File: src/mtsf_pkg.sv
`default_nettype none
package mtsf_pkg;
    // ----------------------------------------------------------------
    // register byte addresses
    // ----------------------------------------------------------------
    localparam logic [7:0] ADDR_EVENT = 8'h10;
    localparam logic [7:0] ADDR_GLOBAL = 8'h12;
    localparam logic [7:0] ADDR_LIGHT = 8'h13;
    localparam logic [7:0] ADDR_RAW_HI = 8'h22;
    localparam logic [7:0] ADDR_RAW_LO = 8'h23;
    localparam logic [7:0] ADDR_PDS_HI = 8'h34;
    localparam logic [7:0] ADDR_PDS_LO = 8'h35;
    localparam logic [7:0] ADDR_NDS_HI = 8'h36;
    localparam logic [7:0] ADDR_NDS_LO = 8'h37;
    localparam logic [7:0] ADDR_NEAR_THR = 8'h60;
    localparam logic [7:0] ADDR_CONTACT_THR = 8'h61;
    localparam logic [7:0] ADDR_MOTION_CFG = 8'h90;
    localparam logic [7:0] ADDR_ENTER_THR = 8'h91;
    localparam logic [7:0] ADDR_EXIT_THR = 8'h92;
    localparam logic [7:0] ADDR_SCALE = 8'h93;

    // ----------------------------------------------------------------
    // field positions
    // ----------------------------------------------------------------
    localparam int EV_TOUCH_BIT = 0;
    localparam int EV_MOTION_BIT = 1;
    localparam int GL_NEAR_BIT = 0;
    localparam int GL_CONTACT_BIT = 1;
    localparam int GL_MOTION_BIT = 3;
    localparam int LT_RISING_BIT = 3;
    localparam int LT_RAMPING_BIT = 4;
    localparam int CFG_IGNORE_POL_BIT = 0;

    // ----------------------------------------------------------------
    // reset values and sum saturation limit
    // ----------------------------------------------------------------
    localparam logic [7:0] RST_BYTE = 8'h00;
    localparam logic [15:0] RST_WORD = 16'h0000;
    localparam logic [7:0] RST_NEAR_THR = 8'h08;
    localparam logic [7:0] RST_CONTACT_THR = 8'h10;
    localparam logic [7:0] RST_MOTION_CFG = 8'h01;
    localparam logic [7:0] RST_ENTER_THR = 8'h10;
    localparam logic [7:0] RST_EXIT_THR = 8'h08;
    localparam logic [7:0] RST_SCALE = 8'h04;
    localparam logic [15:0] SUM_MAX = 16'hFFFF;

    typedef enum logic {MTSF_ARMED, MTSF_LATCHED} mtsf_motion_e;
endpackage : mtsf_pkg
`default_nettype wire

File: src/mtsf_delta_sum.sv
`default_nettype none
module mtsf_delta_sum #(
    parameter int LEAK_SHIFT = 3
) (
    input wire logic mclk,
    input wire logic nrst,
    input wire logic sampleValid,
    input wire logic [15:0] step,
    output logic [15:0] sum,
    output logic [15:0] next_sum
);
    import mtsf_pkg::*;

    logic [16:0] grown;

    // leak a fraction, then add this sample's step, saturating
    always_comb begin
        grown = {1'b0, sum - (sum >> LEAK_SHIFT)} + {1'b0, step};
        next_sum = sum;
        if (sampleValid) begin
            next_sum = grown[16] ? SUM_MAX : grown[15:0];
        end
    end

    always_ff @(posedge mclk or negedge nrst) begin
        if (!nrst) begin
            sum <= RST_WORD;
        end else begin
            sum <= next_sum;
        end
    end
endmodule : mtsf_delta_sum
`default_nettype wire

File: src/mtsf_status.sv
`default_nettype none
// What this block does
// - event flags bit 1 set when motion detected.
// - event flags bit 0 set when touch becomes active.
// - global flags bit 3 set when a motion event occurred.
// - global flags bit 0 shows near, bit 1 shows contact.
// - lighting bit 4 high while output level changes.
// - lighting bit 3 set on rising duty, cleared on falling.
// - raw motion count readable as high and low bytes.
// - delta is previous count minus current count.
// - positive delta sum grows when count increases.
// - negative delta sum grows when count decreases.
// - motion event when the positive sum (either sum if config bit 0 is set) exceeds enter times scale.
// - no new event until sums fall below exit times scale.
module mtsf_status #(
    parameter int LEAK_SHIFT = 3
) (
    input wire logic mclk,
    input wire logic nrst,
    input wire logic sampleValid,
    input wire logic [15:0] sampleCount,
    input wire logic [7:0] touchDelta,
    input wire logic [7:0] pwmDuty,
    input wire logic regWrite,
    input wire logic regRead,
    input wire logic [7:0] regAddr,
    input wire logic [7:0] regWdata,
    output logic [7:0] regRdata,
    output logic motionActive
);
    import mtsf_pkg::*;

    // ----------------------------------------------------------------
    // state
    // ----------------------------------------------------------------
    logic [7:0] nearThr, contactThr, motionCfg, enterThr, exitThr, scale;
    logic [7:0] next_nearThr, next_contactThr, next_motionCfg;
    logic [7:0] next_enterThr, next_exitThr, next_scale;
    logic [7:0] eventFlags, globalFlags, lightFlags;
    logic [7:0] next_eventFlags, next_globalFlags, next_lightFlags;
    logic [15:0] rawCount, next_rawCount;
    logic [7:0] prevDuty, next_prevDuty;
    logic [7:0] next_regRdata;
    logic primed, next_primed;
    mtsf_motion_e motionState, next_motionState;
    logic [15:0] delta, posStep, negStep, posSum, negSum;
    logic [15:0] next_posSum, next_negSum;
    logic [15:0] enterLevel, exitLevel;
    logic nearNow, contactNow, crossed, belowExit, motionHit;

    // ----------------------------------------------------------------
    // delta accumulation
    // ----------------------------------------------------------------
    // delta from counts
    always_comb begin
        delta = rawCount - sampleCount;
        posStep = 16'h0000;
        negStep = 16'h0000;
        if (primed && sampleCount > rawCount) begin
            posStep = sampleCount - rawCount;
        end
        if (primed && sampleCount < rawCount) begin
            negStep = delta;
        end
    end

    mtsf_delta_sum #(.LEAK_SHIFT(LEAK_SHIFT)) posAcc (
        .mclk(mclk),
        .nrst(nrst),
        .sampleValid(sampleValid),
        .step(posStep),
        .sum(posSum),
        .next_sum(next_posSum)
    );

    mtsf_delta_sum #(.LEAK_SHIFT(LEAK_SHIFT)) negAcc (
        .mclk(mclk),
        .nrst(nrst),
        .sampleValid(sampleValid),
        .step(negStep),
        .sum(negSum),
        .next_sum(next_negSum)
    );

    // ----------------------------------------------------------------
    // detection and flag next values
    // ----------------------------------------------------------------
    always_comb begin
        enterLevel = 16'(enterThr * scale);
        exitLevel = 16'(exitThr * scale);
        // polarity option
        // compare the sums this sample produces, so flags match the sums read back
        crossed = (next_posSum > enterLevel)
            || (motionCfg[CFG_IGNORE_POL_BIT] && (next_negSum > enterLevel));
        belowExit = (next_posSum < exitLevel) && (next_negSum < exitLevel);
        motionHit = (motionState == MTSF_ARMED) && crossed;
        nearNow = touchDelta > nearThr;
        contactNow = touchDelta > contactThr;

        next_motionState = motionState;
        next_eventFlags = eventFlags;
        next_globalFlags = globalFlags;
        next_lightFlags = lightFlags;
        next_rawCount = rawCount;
        next_prevDuty = prevDuty;
        next_primed = primed;
        if (sampleValid) begin
            next_primed = 1'b1;
            next_rawCount = sampleCount;
            next_prevDuty = pwmDuty;
            unique case (motionState)
                MTSF_ARMED: begin
                    if (crossed) begin
                        next_motionState = MTSF_LATCHED;
                    end
                end
                MTSF_LATCHED: begin
                    if (belowExit) begin
                        next_motionState = MTSF_ARMED;
                    end
                end
            endcase
            next_eventFlags = RST_BYTE;
            next_eventFlags[EV_MOTION_BIT] = motionHit;
            next_eventFlags[EV_TOUCH_BIT] = contactNow && !globalFlags[GL_CONTACT_BIT];
            next_globalFlags = RST_BYTE;
            next_globalFlags[GL_NEAR_BIT] = nearNow;
            next_globalFlags[GL_CONTACT_BIT] = contactNow;
            next_globalFlags[GL_MOTION_BIT] = motionHit;
            next_lightFlags[LT_RAMPING_BIT] = primed && (pwmDuty != prevDuty);
            if (primed && pwmDuty > prevDuty) begin
                next_lightFlags[LT_RISING_BIT] = 1'b1;
            end else if (primed && pwmDuty < prevDuty) begin
                next_lightFlags[LT_RISING_BIT] = 1'b0;
            end
        end
    end

    // ----------------------------------------------------------------
    // register port
    // ----------------------------------------------------------------
    always_comb begin
        next_nearThr = nearThr;
        next_contactThr = contactThr;
        next_motionCfg = motionCfg;
        next_enterThr = enterThr;
        next_exitThr = exitThr;
        next_scale = scale;
        if (regWrite) begin
            unique case (regAddr)
                ADDR_NEAR_THR: next_nearThr = regWdata;
                ADDR_CONTACT_THR: next_contactThr = regWdata;
                ADDR_MOTION_CFG: next_motionCfg = regWdata;
                ADDR_ENTER_THR: next_enterThr = regWdata;
                ADDR_EXIT_THR: next_exitThr = regWdata;
                ADDR_SCALE: next_scale = regWdata;
                default: next_scale = scale;
            endcase
        end
        next_regRdata = regRdata;
        if (regRead) begin
            unique case (regAddr)
                ADDR_EVENT: next_regRdata = eventFlags;
                ADDR_GLOBAL: next_regRdata = globalFlags;
                ADDR_LIGHT: next_regRdata = lightFlags;
                ADDR_RAW_HI: next_regRdata = rawCount[15:8];
                ADDR_RAW_LO: next_regRdata = rawCount[7:0];
                ADDR_PDS_HI: next_regRdata = posSum[15:8];
                ADDR_PDS_LO: next_regRdata = posSum[7:0];
                ADDR_NDS_HI: next_regRdata = negSum[15:8];
                ADDR_NDS_LO: next_regRdata = negSum[7:0];
                ADDR_NEAR_THR: next_regRdata = nearThr;
                ADDR_CONTACT_THR: next_regRdata = contactThr;
                ADDR_MOTION_CFG: next_regRdata = motionCfg;
                ADDR_ENTER_THR: next_regRdata = enterThr;
                ADDR_EXIT_THR: next_regRdata = exitThr;
                ADDR_SCALE: next_regRdata = scale;
                default: next_regRdata = RST_BYTE;
            endcase
        end
    end

    // register all state
    always_ff @(posedge mclk or negedge nrst) begin
        if (!nrst) begin
            nearThr <= RST_NEAR_THR;
            contactThr <= RST_CONTACT_THR;
            motionCfg <= RST_MOTION_CFG;
            enterThr <= RST_ENTER_THR;
            exitThr <= RST_EXIT_THR;
            scale <= RST_SCALE;
            eventFlags <= RST_BYTE;
            globalFlags <= RST_BYTE;
            lightFlags <= RST_BYTE;
            rawCount <= RST_WORD;
            prevDuty <= RST_BYTE;
            primed <= 1'b0;
            motionState <= MTSF_ARMED;
            regRdata <= RST_BYTE;
            motionActive <= 1'b0;
        end else begin
            nearThr <= next_nearThr;
            contactThr <= next_contactThr;
            motionCfg <= next_motionCfg;
            enterThr <= next_enterThr;
            exitThr <= next_exitThr;
            scale <= next_scale;
            eventFlags <= next_eventFlags;
            globalFlags <= next_globalFlags;
            lightFlags <= next_lightFlags;
            rawCount <= next_rawCount;
            prevDuty <= next_prevDuty;
            primed <= next_primed;
            motionState <= next_motionState;
            regRdata <= next_regRdata;
            motionActive <= (next_motionState == MTSF_LATCHED); // latched motion state
        end
    end
endmodule : mtsf_status
`default_nettype wire

File: config.mk
export PLATFORM = sky130hd
export DESIGN_NAME = mtsf_status
export DESIGN_NICKNAME = d
export VERILOG_FILES = /design/src/mtsf_pkg.sv /design/src/mtsf_delta_sum.sv /design/src/mtsf_status.sv
export SDC_FILE = /design/constraint.sdc
export NUM_CORES = 1
export LEC_CHECK = 0
export ABC_CLOCK_PERIOD_IN_PS = 7000
export BUFFER_PORTS_ARGS = -buffer_cell sky130_fd_sc_hd__buf_2
export CORE_UTILIZATION = 60
export CTS_BUF_LIST = sky130_fd_sc_hd__clkbuf_8
export DETAILED_ROUTE_END_ITERATION = 8
export GPL_ROUTABILITY_DRIVEN = 1
export PLACE_DENSITY_LB_ADDON = 0.3
export SYNTH_ARGS = -nofsm -noshare
export SYNTH_HDL_FRONTEND = slang
export SYNTH_HIERARCHICAL = 1
export SYNTH_SLANG_ARGS = --single-unit
File: constraint.sdc
create_clock -name mclk -period 7 [get_ports mclk]
set_input_delay 1.4 -clock mclk [delete_from_list [all_inputs] [get_ports mclk]]
set_output_delay 1.4 -clock mclk [all_outputs]
set_load 0.01 [all_outputs]
==> results of run 1 <==
layout make-up:
cell class,count,share of cell area
multi-input cells,1470,0.6577
clock buffers,17,0.01263
flip-flops and latches,120,0.1625
inverters,255,0.05167
repair buffers,225,0.08450
well taps,335,0.02263
clock inverters,15,0.008376
metal layers:
layer  track usage  vias up
met5             0        -
li1              -     7023
met2        0.5550      712
met4        0.1502        0
met3       0.06773      144
met1        0.4945     7198
power by group through the flow:
stage               sequential [W]  clock (W)  combinational (W)
global placement           0.00108          0            0.00813
floorplan                 0.000950          0            0.00532
detailed placement         0.00108          0            0.00834
CTS                        0.00107   0.000647            0.00841
finish                     0.00109   0.000649            0.00885
global route               0.00109   0.000679            0.00961
final timing paths:
check	end	slack, ps	cells past startpoint
hold / removal	motionCfg[1]	510	1
setup / recovery	globalFlags[3]	300	31
min in group asynchronous	rawCount[12]	1010	1
setup reg to reg	globalFlags[3]	410	25
max in group asynchronous	motionCfg[2]	4740	2
hold reg to reg	motionCfg[1]	510	1
critical path: cells and delay by family:
kind                     cells  cell delay, ps
AO/OA/AOI/OAI               16            2790
adder cells (fa/ha/maj)      6            1880
buffers and inverters        5             480
AND/OR/NAND/NOR              4             500
cells in the mapped netlist, types with 10 or more instances:
| cell | instances | area share |
|---|---|---|
| sky130_fd_sc_hd__a22oi_1 | 20 | 0.0092 |
| sky130_fd_sc_hd__and2_1 | 100 | 0.038 |
| sky130_fd_sc_hd__nor2_1 | 122 | 0.028 |
| sky130_fd_sc_hd__ha_1 | 245 | 0.19 |
| sky130_fd_sc_hd__nand2_1 | 140 | 0.032 |
| sky130_fd_sc_hd__xnor2_1 | 51 | 0.027 |
| sky130_fd_sc_hd__fa_1 | 78 | 0.096 |
| sky130_fd_sc_hd__nor3_1 | 33 | 0.010 |
| sky130_fd_sc_hd__o21a_1 | 21 | 0.0097 |
| sky130_fd_sc_hd__clkbuf_1 | 42 | 0.0097 |
| sky130_fd_sc_hd__o31ai_1 | 10 | 0.0046 |
| sky130_fd_sc_hd__xor2_1 | 34 | 0.018 |
| sky130_fd_sc_hd__a221oi_1 | 11 | 0.0059 |
| sky130_fd_sc_hd__o211ai_1 | 11 | 0.0051 |
| sky130_fd_sc_hd__mux2_2 | 53 | 0.037 |
| sky130_fd_sc_hd__o21ai_0 | 81 | 0.025 |
| sky130_fd_sc_hd__o21ai_1 | 12 | 0.0037 |
| sky130_fd_sc_hd__o22ai_1 | 10 | 0.0038 |
| sky130_fd_sc_hd__nand3_1 | 45 | 0.014 |
| sky130_fd_sc_hd__nor2b_1 | 20 | 0.0077 |
| sky130_fd_sc_hd__a31oi_1 | 25 | 0.0096 |
| sky130_fd_sc_hd__a21o_1 | 44 | 0.020 |
| sky130_fd_sc_hd__nand2b_1 | 12 | 0.0046 |
| sky130_fd_sc_hd__dfrtp_1 | 114 | 0.18 |
| sky130_fd_sc_hd__inv_1 | 254 | 0.059 |
| sky130_fd_sc_hd__nand4_1 | 20 | 0.0077 |
| sky130_fd_sc_hd__a21oi_1 | 106 | 0.033 |
| sky130_fd_sc_hd__a211oi_1 | 12 | 0.0055 |
what timing repair did:
item                                    4_1_cts  5_1_grt
endpoints found under the setup margin        0        2
gates resized for setup                       0       27
setup buffers                                 0        1
hold endpoints to repair                      0        0
logic make-up (layout without fill, tap and decap cells):
| logic type | count (synthesis) | in the layout | share of synthesized area |
|---|---|---|---|
| and+or+nand+nor | 541 | 541 | 0.1672 |
| AOI/OAI and AO/OA | 455 | 455 | 0.1900 |
| buffers and inverters | 312 | 512 | 0.07651 |
| adders and majority gates | 325 | 325 | 0.2854 |
| DFF | 120 | 120 | 0.1848 |
| xor gates and xnor gates | 86 | 86 | 0.04709 |
| muxes | 63 | 63 | 0.04894 |
registers in the layout (all words and copies together), names as in the netlist:
register and cells:
contactThr 8, exitThr 8, primed 1, eventFlags 1
scale 8, nearThr 8, rawCount 16, globalFlags 3
motionCfg 8, prevDuty 8, regRdata 8, enterThr 8
posAcc/sum 16, negAcc/sum 16, lightFlags 2, motionState 1
through the flow:
step,setup WS (ps),power [W],cells,hold slack (ps)
after detailed placement,-296.7,0.009423,2404,493.3
after CTS,166.1,0.01012,2436,513.2
final,303.3,0.01059,2437,513.0
after global placement,-100.3,0.009206,2404,487.1
after floorplan,6.549,0.006275,1902,449.9
after global routing,-27.67,0.01139,2437,528.6
==> impl_metrics.xml, run 1 <==
<?xml version="1.0" encoding="UTF-8"?>
<metrics>
  <group name="route">
    <metric name="m1_wl" unit="um">21390</metric>
    <metric name="totalWireLength" unit="um">49230</metric>
    <metric name="dr_wl_met3" unit="um">4068</metric>
    <metric name="length_of_the_first_detailed_routing_pass_in_iterations" unit="">8</metric>
    <metric name="drt_iter0_drc" unit="">1476</metric>
    <metric name="maxUsedRoutingLayer" unit="">met4</metric>
    <metric name="vias" unit="">15077</metric>
    <metric name="wl_met2" unit="um">21670</metric>
    <metric name="detail_route.drc_violations" unit="">0</metric>
    <metric name="avgViaCountPerCell" unit="">6.187</metric>
    <metric name="detail-route-antenna-nets" unit="">0</metric>
    <metric name="avgRoutedWirePerCell" unit="um">20.20</metric>
  </group>
  <group name="grt">
    <metric name="grt-ovfl-total" unit="">0</metric>
    <metric name="grt.total_usage" unit="">0.3596</metric>
    <metric name="global_route_wire_length_before_repair" unit="um">78460</metric>
    <metric name="grt_antenna_before_repair" unit="">0</metric>
    <metric name="largest_net_degree_at_the_start_of_global_routing" unit="">76</metric>
    <metric name="via_count_of_the_first_global_routing_pass" unit="">14932</metric>
  </group>
  <group name="floorplanning">
    <metric name="core-area" unit="sq mm">0.02635</metric>
    <metric name="die_height" unit="um">166.8</metric>
    <metric name="floorplan.initialDensity" unit="">0.6180</metric>
    <metric name="die_area" unit="sq mm">0.02781</metric>
    <metric name="std_cell_rows" unit="">59</metric>
    <metric name="floorplan.die.width" unit="um">166.8</metric>
    <metric name="io_pins" unit="">62</metric>
  </group>
  <group name="pwr">
    <metric name="combinationalPowerShare" unit="">0.836</metric>
    <metric name="p_int" unit="W">0.005279</metric>
    <metric name="power.clock.fraction" unit="">0.061</metric>
    <metric name="cellPowerDensity" unit="mW/mm^2">571.9</metric>
    <metric name="leakage" unit="nW">9.374</metric>
    <metric name="power.ir.vdd_worst" unit="mV">0.4669</metric>
    <metric name="p_seq_frac" unit="">0.103</metric>
    <metric name="swShare" unit="">0.5017</metric>
    <metric name="power.net_switching" unit="W">0.005315</metric>
  </group>
  <group name="outcome">
    <metric name="outcome" unit="">complete, no violations</metric>
  </group>
  <group name="final_layout">
    <metric name="final_common_cell" unit="">sky130_fd_sc_hd__inv_1</metric>
    <metric name="fraction_of_final_layout_cells_with_drive_strength_greater_than_1" unit="">0.1784</metric>
    <metric name="layout.cell_area.non_filler" unit="sq mm">0.01852</metric>
    <metric name="mostFrequentLayoutCells" unit="">sky130_fd_sc_hd__inv_1 (254), sky130_fd_sc_hd__ha_1 (244), sky130_fd_sc_hd__buf_4 (162)</metric>
    <metric name="layout-area-overhead-vs-synth" unit="%">13.74</metric>
    <metric name="filler_cell_count" unit="">2037</metric>
    <metric name="insertedDiodeCount" unit="">0</metric>
    <metric name="area_occupied_by_multi_input_gates" unit="sq mm">0.01218</metric>
    <metric name="postLayoutCoreUtil" unit="">0.7029</metric>
    <metric name="design.final.nets" unit="">2465</metric>
    <metric name="seqCellArea" unit="sq mm">0.003010</metric>
  </group>
  <group name="worst_hold_path">
    <metric name="worst_hold_startpoint" unit="">motionCfg[1]</metric>
    <metric name="min_path_type" unit="">flop to flop</metric>
  </group>
  <group name="critical_path">
    <metric name="reg2reg_from" unit="">scale[6]</metric>
    <metric name="critical_path_rt" unit="ps">7390</metric>
    <metric name="critical_path.endpoint_type" unit="">flop</metric>
    <metric name="worst-path-max-fanout" unit="">7</metric>
    <metric name="worstSetupStartpoint" unit="">sampleCount[0]</metric>
    <metric name="crit_arrival" unit="ps">7090</metric>
    <metric name="worst_path_max_delay_cell" unit="">sky130_fd_sc_hd__ha_1</metric>
    <metric name="criticalPathCategory" unit="">input port to flop</metric>
    <metric name="timing.critical_path.from_type" unit="">input port</metric>
    <metric name="timing.critical_path.mode_cell" unit="">sky130_fd_sc_hd__ha_1</metric>
    <metric name="longest_individual_stage_delay_on_the_worst_path" unit="ps">410</metric>
  </group>
  <group name="placement">
    <metric name="placed_area" unit="sq mm">0.01796</metric>
    <metric name="port_buffers" unit="">61</metric>
    <metric name="dp_hpwl" unit="um">39860</metric>
    <metric name="gp_routability_congestion" unit="">1.026</metric>
  </group>
  <group name="timing">
    <metric name="timing.setup.tns" unit="ps">0</metric>
    <metric name="clock_skew" unit="ps">18.61</metric>
    <metric name="hold_vio_cnt_final" unit="">0</metric>
    <metric name="timing.final.max_slew_violations" unit="">0</metric>
    <metric name="min_period" unit="ps">6697</metric>
    <metric name="max-slew-margin-rel" unit="">0.4067</metric>
    <metric name="post-route-period-util" unit="">0.9567</metric>
    <metric name="setup_violations" unit="">0</metric>
    <metric name="worst_slew_pin_slew" unit="ps">886.6</metric>
    <metric name="achievable-frequency" unit="MHz">149.3</metric>
  </group>
  <group name="clocking">
    <metric name="cts_tree" unit="">built</metric>
    <metric name="cts_htree_levels" unit="">4</metric>
    <metric name="cts_buffer_depth" unit="">2</metric>
    <metric name="clock_transition_at_the_registers_of_the_reported_paths" unit="ps">100</metric>
    <metric name="clock_sinks" unit="">120</metric>
    <metric name="clockRootBuffer" unit="">sky130_fd_sc_hd__clkbuf_8</metric>
    <metric name="clk-insertion-delay-late" unit="ps">460</metric>
    <metric name="cts-buffers-inserted" unit="">17</metric>
    <metric name="ctsHoldBuffers" unit="">0</metric>
  </group>
  <group name="synthesis">
    <metric name="postSynthRegisterBits" unit="">120</metric>
    <metric name="syn-mean-instance-area" unit="sq um">8.563</metric>
    <metric name="ys.warnings.count" unit="">6</metric>
    <metric name="ys_async_sr_fraction" unit="">1.000</metric>
    <metric name="synth_enable_flop_cells" unit="">0</metric>
    <metric name="postSynth.topFlopCell" unit="">sky130_fd_sc_hd__dfrtp_1</metric>
    <metric name="synth_cell_type_count" unit="">94</metric>
    <metric name="seq_area_frac_synth" unit="">0.1848</metric>
    <metric name="mappedNetlistNets" unit="">2278</metric>
    <metric name="syn-cell-area" unit="sq mm">0.01629</metric>
    <metric name="synth_cells" unit="">1902</metric>
  </group>
  <group name="run">
    <metric name="cap_violations" unit="">0</metric>
  </group>
</metrics>
Power figures use the tool's default switching activity.
==> run 2, diff against run 1 <==
--- a/config.mk
+++ b/config.mk
@@ -7,6 +7,7 @@
 export LEC_CHECK = 0
 export ABC_CLOCK_PERIOD_IN_PS = 7000
 export BUFFER_PORTS_ARGS = -buffer_cell sky130_fd_sc_hd__buf_2
+export CORE_MARGIN = 5
 export CORE_UTILIZATION = 60
 export CTS_BUF_LIST = sky130_fd_sc_hd__clkbuf_8
 export DETAILED_ROUTE_END_ITERATION = 8
==> impl_metrics.xml, run 2 (synthesis results as in run 1) <==
<?xml version="1.0" encoding="UTF-8"?>
<metrics>
  <group name="grt">
    <metric name="grt_antenna_before_repair" unit="">1</metric>
    <metric name="largest_net_degree_at_the_start_of_global_routing" unit="">84</metric>
    <metric name="grt.total_usage" unit="">0.3199</metric>
    <metric name="global_route_wire_length_before_repair" unit="um">78230</metric>
    <metric name="via_count_of_the_first_global_routing_pass" unit="">14799</metric>
    <metric name="grt-ovfl-total" unit="">0</metric>
  </group>
  <group name="run">
    <metric name="cap_violations" unit="">0</metric>
  </group>
  <group name="route">
    <metric name="avgViaCountPerCell" unit="">6.140</metric>
    <metric name="detail_route.drc_violations" unit="">0</metric>
    <metric name="totalWireLength" unit="um">49320</metric>
    <metric name="length_of_the_first_detailed_routing_pass_in_iterations" unit="">7</metric>
    <metric name="vias" unit="">14987</metric>
    <metric name="avgRoutedWirePerCell" unit="um">20.20</metric>
    <metric name="detail-route-antenna-nets" unit="">0</metric>
    <metric name="drt_iter0_drc" unit="">1529</metric>
  </group>
  <group name="clocking">
    <metric name="cts-buffers-inserted" unit="">17</metric>
    <metric name="ctsHoldBuffers" unit="">0</metric>
    <metric name="clock_transition_at_the_registers_of_the_reported_paths" unit="ps">100</metric>
    <metric name="cts_tree" unit="">built</metric>
    <metric name="clockRootBuffer" unit="">sky130_fd_sc_hd__clkbuf_8</metric>
    <metric name="clk-insertion-delay-late" unit="ps">450</metric>
    <metric name="cts_htree_levels" unit="">4</metric>
    <metric name="clock_sinks" unit="">120</metric>
    <metric name="cts_buffer_depth" unit="">2</metric>
  </group>
  <group name="pwr">
    <metric name="power.clock.fraction" unit="">0.061</metric>
    <metric name="swShare" unit="">0.5014</metric>
    <metric name="power.net_switching" unit="W">0.005364</metric>
    <metric name="cellPowerDensity" unit="mW/mm^2">578.0</metric>
    <metric name="p_int" unit="W">0.005335</metric>
    <metric name="p_seq_frac" unit="">0.100</metric>
    <metric name="power.ir.vdd_worst" unit="mV">0.3842</metric>
    <metric name="leakage" unit="nW">9.352</metric>
    <metric name="combinationalPowerShare" unit="">0.838</metric>
  </group>
  <group name="timing">
    <metric name="max-slew-margin-rel" unit="">0.2520</metric>
    <metric name="min_period" unit="ps">6813</metric>
    <metric name="timing.final.max_slew_violations" unit="">0</metric>
    <metric name="hold-worst-slack" unit="ps">510.7</metric>
    <metric name="post-route-period-util" unit="">0.9733</metric>
    <metric name="setup_violations" unit="">0</metric>
    <metric name="worst_slew_pin_slew" unit="ps">1113</metric>
    <metric name="timing.setup.tns" unit="ps">0</metric>
    <metric name="clock_skew" unit="ps">25.76</metric>
    <metric name="achievable-frequency" unit="MHz">146.8</metric>
    <metric name="hold_vio_cnt_final" unit="">0</metric>
  </group>
  <group name="placement">
    <metric name="dp_hpwl" unit="um">40200</metric>
    <metric name="gp_routability_congestion" unit="">0.9988</metric>
    <metric name="port_buffers" unit="">61</metric>
    <metric name="placed_area" unit="sq mm">0.01795</metric>
  </group>
  <group name="critical_path">
    <metric name="critical_path_rt" unit="ps">7340</metric>
    <metric name="criticalPathCategory" unit="">input port to flop</metric>
    <metric name="crit_arrival" unit="ps">7150</metric>
    <metric name="timing.critical_path.from_type" unit="">input port</metric>
    <metric name="worst-path-max-fanout" unit="">4</metric>
    <metric name="critical_path.endpoint_type" unit="">flop</metric>
  </group>
  <group name="floorplanning">
    <metric name="std_cell_rows" unit="">60</metric>
    <metric name="floorplan.initialDensity" unit="">0.6060</metric>
    <metric name="die_height" unit="um">174.8</metric>
    <metric name="core-area" unit="sq mm">0.02688</metric>
    <metric name="floorplan.die.width" unit="um">174.8</metric>
    <metric name="io_pins" unit="">62</metric>
    <metric name="die_area" unit="sq mm">0.03054</metric>
  </group>
  <group name="final_layout">
    <metric name="insertedDiodeCount" unit="">0</metric>
    <metric name="filler_cell_count" unit="">2186</metric>
    <metric name="final_common_cell" unit="">sky130_fd_sc_hd__inv_1</metric>
    <metric name="layout.cell_area.non_filler" unit="sq mm">0.01851</metric>
    <metric name="area_occupied_by_multi_input_gates" unit="sq mm">0.01219</metric>
    <metric name="mostFrequentLayoutCells" unit="">sky130_fd_sc_hd__inv_1 (254), sky130_fd_sc_hd__ha_1 (244), sky130_fd_sc_hd__buf_4 (160)</metric>
    <metric name="largest_registers" unit="">negAcc/sum x16, posAcc/sum x16, rawCount x16</metric>
    <metric name="seqCellArea" unit="sq mm">0.003010</metric>
    <metric name="layout-area-overhead-vs-synth" unit="%">13.64</metric>
    <metric name="design.final.nets" unit="">2463</metric>
    <metric name="fraction_of_final_layout_cells_with_drive_strength_greater_than_1" unit="">0.1771</metric>
  </group>
  <group name="outcome">
    <metric name="outcome" unit="">complete, no violations</metric>
  </group>
  <group name="worst_hold_path">
    <metric name="min_path_type" unit="">flop to flop</metric>
  </group>
</metrics>
==> run 2: cell types whose count changed in the layout (fill, tap and decap cells not counted), moves of 2 or more <==
cell	change
sky130_fd_sc_hd__xnor2_1	+2
sky130_fd_sc_hd__buf_4	-2
sky130_fd_sc_hd__clkinv_8	-2
sky130_fd_sc_hd__a31oi_2	+2
sky130_fd_sc_hd__xnor2_2	-2
sky130_fd_sc_hd__clkinv_4	+2
==> run 2: worst max-delay path, stage by stage <==
cell	delay [ps]
sky130_fd_sc_hd__buf_2	90
sky130_fd_sc_hd__buf_4	100
sky130_fd_sc_hd__ha_1	170
sky130_fd_sc_hd__inv_1	60
sky130_fd_sc_hd__fa_1	370
sky130_fd_sc_hd__a21o_2	220
sky130_fd_sc_hd__a21oi_1	210
sky130_fd_sc_hd__o21ai_0	140
sky130_fd_sc_hd__a2111o_1	460
sky130_fd_sc_hd__nand2_2	110
sky130_fd_sc_hd__xor2_1	270
sky130_fd_sc_hd__nor2_1	90
sky130_fd_sc_hd__ha_1	340
sky130_fd_sc_hd__and3_1	170
sky130_fd_sc_hd__a221o_1	340
sky130_fd_sc_hd__a22oi_4	280
sky130_fd_sc_hd__a211o_2	260
sky130_fd_sc_hd__nand2_4	80
sky130_fd_sc_hd__o22a_1	220
sky130_fd_sc_hd__ha_1	330
sky130_fd_sc_hd__a21oi_1	160
sky130_fd_sc_hd__a21oi_1	80
sky130_fd_sc_hd__o21ai_0	180
sky130_fd_sc_hd__nand3_1	110
sky130_fd_sc_hd__maj3_2	320
sky130_fd_sc_hd__o311a_1	310
sky130_fd_sc_hd__a32oi_2	190
sky130_fd_sc_hd__o21ai_1	90
==> run 2: worst paths after layout <==
kind	from	endpoint	slack (ps)	cells past startpoint
max reg2reg	scale[3]	globalFlags[3]	330	25
min reg2reg	motionCfg[1]	motionCfg[1]	510	1
max	sampleCount[0]	globalFlags[3]	190	28
min	motionCfg[1]	motionCfg[1]	510	1
min in group asynchronous	nrst	rawCount[13]	1030	1
max in group asynchronous	nrst	scale[5]	4700	2
==> run 2: routing by layer <==
layer	global-route usage	part of all wire	up-vias	wire [um]
met5	0	0.00026	-	13
met4	0.1201	0.043	2	2107
met3	0.08005	0.097	132	4781
met2	0.5133	0.45	721	22170
met1	0.4199	0.41	7111	20250
li1	-	-	7021	-
==> run 2: stage by stage <==
| stage | util | setup slack [ps] | total power (W) | instances |
|---|---|---|---|---|
| final | 0.6887 | 187.1 | 0.01070 | 2441 |
| after global routing | 0.6887 | -196.4 | 0.01158 | 2441 |
| after CTS | 0.6824 | 155.3 | 0.01028 | 2438 |
| after detailed placement | 0.6678 | -311.9 | 0.009567 | 2406 |
| after global placement | 0.6678 | -125.1 | 0.009401 | 2406 |
| after floorplan | - | 6.549 | 0.006275 | 1902 |
==> run 2: final cells by class <==
cell class | instances | area share
multi-input combinational | 1471 | 0.6583
tap | 341 | 0.02305
inverter | 255 | 0.05171
clock inverter | 15 | 0.008450
clock buffer | 17 | 0.01264
sequential | 120 | 0.1626
timing repair buffer | 222 | 0.08315
==> run 2: power by group through the flow <==
stage,combinational [W],clock [W],sequential [W]
4_1_cts,0.00856,0.000657,0.00106
6_report,0.00897,0.000655,0.00107
3_3_place_gp,0.00833,0,0.00107
3_5_place_dp,0.00849,0,0.00107
5_1_grt,0.00981,0.000690,0.00107
2_1_floorplan,0.00532,0,0.000950
==> run 2: what timing repair did <==
item | 4_1_cts | 5_1_grt
gates resized for setup | 0 | 25
endpoints found under the setup margin | 0 | 2
setup buffers | 0 | 2
==> run 3, diff against run 2 <==
--- a/config.mk
+++ b/config.mk
@@ -12,7 +12,7 @@
 export CTS_BUF_LIST = sky130_fd_sc_hd__clkbuf_8
 export DETAILED_ROUTE_END_ITERATION = 8
 export GPL_ROUTABILITY_DRIVEN = 1
-export PLACE_DENSITY_LB_ADDON = 0.3
+export PLACE_DENSITY = 0.78
 export SYNTH_ARGS = -nofsm -noshare
 export SYNTH_HDL_FRONTEND = slang
 export SYNTH_HIERARCHICAL = 1
==> impl_metrics.xml, run 3 (synthesis results as in run 1) <==
<?xml version="1.0" encoding="UTF-8"?>
<metrics>
  <group name="pwr">
    <metric name="power.ir.vdd_worst" unit="mV">0.3723</metric>
    <metric name="post-layout-total-power" unit="W">0.01083</metric>
    <metric name="p_int" unit="W">0.005414</metric>
    <metric name="cellPowerDensity" unit="mW/mm^2">584.2</metric>
    <metric name="p_seq_frac" unit="">0.099</metric>
    <metric name="swShare" unit="">0.5000</metric>
    <metric name="power.clock.fraction" unit="">0.064</metric>
    <metric name="leakage" unit="nW">9.378</metric>
    <metric name="combinationalPowerShare" unit="">0.837</metric>
    <metric name="power.net_switching" unit="W">0.005413</metric>
  </group>
  <group name="critical_path">
    <metric name="longest_individual_stage_delay_on_the_worst_path" unit="ps">450</metric>
    <metric name="timing.critical_path.from_type" unit="">input port</metric>
    <metric name="worst_path_dominant_cell_family" unit="">compound AO/OA/AOI/OAI gates</metric>
    <metric name="criticalPathCategory" unit="">input port to flop</metric>
    <metric name="critical_path.endpoint_type" unit="">flop</metric>
    <metric name="worst-path-max-fanout" unit="">4</metric>
    <metric name="timing.critical_path.buf_inv" unit="">3</metric>
    <metric name="worst_path_max_delay_cell" unit="">sky130_fd_sc_hd__a2111o_1</metric>
    <metric name="critical_path_rt" unit="ps">7310</metric>
    <metric name="timing.critical_path.mode_cell" unit="">sky130_fd_sc_hd__a21oi_1</metric>
    <metric name="crit_arrival" unit="ps">7040</metric>
  </group>
  <group name="floorplanning">
    <metric name="std_cell_rows" unit="">60</metric>
    <metric name="die_area" unit="sq mm">0.03054</metric>
    <metric name="floorplan.initialDensity" unit="">0.6060</metric>
    <metric name="floorplan.die.width" unit="um">174.8</metric>
    <metric name="io_pins" unit="">62</metric>
    <metric name="core-area" unit="sq mm">0.02688</metric>
    <metric name="die_height" unit="um">174.8</metric>
  </group>
  <group name="final_layout">
    <metric name="design.final.nets" unit="">2467</metric>
    <metric name="mostFrequentLayoutCells" unit="">sky130_fd_sc_hd__inv_1 (254), sky130_fd_sc_hd__ha_1 (244), sky130_fd_sc_hd__buf_4 (164)</metric>
    <metric name="layout-area-overhead-vs-synth" unit="%">13.79</metric>
    <metric name="final_common_cell" unit="">sky130_fd_sc_hd__inv_1</metric>
    <metric name="largest_registers" unit="">negAcc/sum x16, posAcc/sum x16, rawCount x16</metric>
    <metric name="insertedDiodeCount" unit="">0</metric>
    <metric name="fraction_of_final_layout_cells_with_drive_strength_greater_than_1" unit="">0.1787</metric>
  </group>
  <group name="route">
    <metric name="totalWireLength" unit="um">49210</metric>
    <metric name="detail-route-antenna-nets" unit="">0</metric>
    <metric name="detail_route.drc_violations" unit="">0</metric>
    <metric name="avgRoutedWirePerCell" unit="um">20.13</metric>
    <metric name="drt_iter0_drc" unit="">1631</metric>
    <metric name="length_of_the_first_detailed_routing_pass_in_iterations" unit="">6</metric>
    <metric name="avgViaCountPerCell" unit="">6.165</metric>
    <metric name="vias" unit="">15073</metric>
  </group>
  <group name="timing">
    <metric name="worst_slew_pin_slew" unit="ps">1109</metric>
    <metric name="hold_vio_cnt_final" unit="">0</metric>
    <metric name="timing.final.max_slew_violations" unit="">0</metric>
    <metric name="setup_violations" unit="">0</metric>
    <metric name="max-slew-margin-rel" unit="">0.2606</metric>
    <metric name="clock_skew" unit="ps">20.00</metric>
    <metric name="min_period" unit="ps">6728</metric>
    <metric name="finalWorstSetupSlack" unit="ps">271.7</metric>
    <metric name="post-route-period-util" unit="">0.9612</metric>
    <metric name="achievable-frequency" unit="MHz">148.6</metric>
  </group>
  <group name="grt">
    <metric name="grt-ovfl-total" unit="">0</metric>
    <metric name="global_route_wire_length_before_repair" unit="um">77410</metric>
    <metric name="grt_antenna_before_repair" unit="">1</metric>
    <metric name="grt.total_usage" unit="">0.3154</metric>
    <metric name="via_count_of_the_first_global_routing_pass" unit="">14894</metric>
    <metric name="largest_net_degree_at_the_start_of_global_routing" unit="">112</metric>
  </group>
  <group name="outcome">
    <metric name="outcome" unit="">complete, no violations</metric>
  </group>
  <group name="clocking">
    <metric name="clock_sinks" unit="">120</metric>
    <metric name="clockRootBuffer" unit="">sky130_fd_sc_hd__clkbuf_8</metric>
    <metric name="clk-insertion-delay-late" unit="ps">460</metric>
    <metric name="cts-buffers-inserted" unit="">17</metric>
    <metric name="cts_htree_levels" unit="">4</metric>
    <metric name="cts_buffer_depth" unit="">2</metric>
    <metric name="clock_transition_at_the_registers_of_the_reported_paths" unit="ps">90</metric>
    <metric name="cts_tree" unit="">built</metric>
  </group>
  <group name="worst_hold_path">
    <metric name="min_path_type" unit="">flop to flop</metric>
  </group>
  <group name="placement">
    <metric name="port_buffers" unit="">61</metric>
    <metric name="pre_cts_slack" unit="ps">-261.2</metric>
    <metric name="dp_hpwl" unit="um">39770</metric>
    <metric name="gp_routability_congestion" unit="">0.9614</metric>
  </group>
  <group name="run">
    <metric name="cap_violations" unit="">0</metric>
  </group>
</metrics>
[run 3: cell type report]
type                    count  area [sq um]
clock buffers              17         234.0
well taps                 341         426.7
clock inverters            15         180.2
flip-flops and latches    120          3014
repair buffers            226          1560
fillers                  2185          8343
inverters                 255         957.2
multi-input cells        1471         12160
[run 3: worst paths after layout]
kind                       slack (ps)      startpoint              to  depth (start not counted)
max reg2reg                       430        scale[2]  globalFlags[3]                         25
min in group asynchronous         980            nrst    rawCount[11]                          1
min reg2reg                       520    motionCfg[1]    motionCfg[1]                          1
min                               520    motionCfg[1]    motionCfg[1]                          1
max                               270  sampleCount[0]  globalFlags[3]                         28
max in group asynchronous        4680            nrst        scale[1]                          2
[run 3: what timing repair did]
item	CTS	global route
setup endpoints to repair	0	2
gates resized for setup	0	26
setup buffers	0	3
hold buffers	0	0
[run 3: per-stage QoR]
stage	cells	utilization	cell area [sq um]	hold slack (ps)	TNS, ps
2_1_floorplan	1902	-	16300	449.9	0
3_3_place_gp	2409	0.6682	17960	490.0	-320.0
3_5_place_dp	2409	0.6682	17960	499.0	-467.9
4_1_cts	2441	0.6836	18370	516.9	0
5_1_grt	2445	0.6896	18530	534.2	-23.06
6_report	2445	0.6896	18530	515.2	0
[run 3: power by group through the flow]
stage / Combinational [W] / Clock (W) / Sequential [W]
after global placement: 0.00845 / 0 / 0.00107
after global routing: 0.00983 / 0.000722 / 0.00108
final: 0.00906 / 0.000690 / 0.00108
after floorplan: 0.00532 / 0 / 0.000950
after CTS: 0.00867 / 0.000694 / 0.00106
after detailed placement: 0.00859 / 0 / 0.00107
[run 3: routing by layer]
layer  routed length, um  global-route usage  share of wire
met1               20540              0.4136           0.42
met2               22740              0.5204           0.46
met3                4131             0.05971          0.084
met4                1784              0.1188          0.036
met5                  12                   0        0.00024
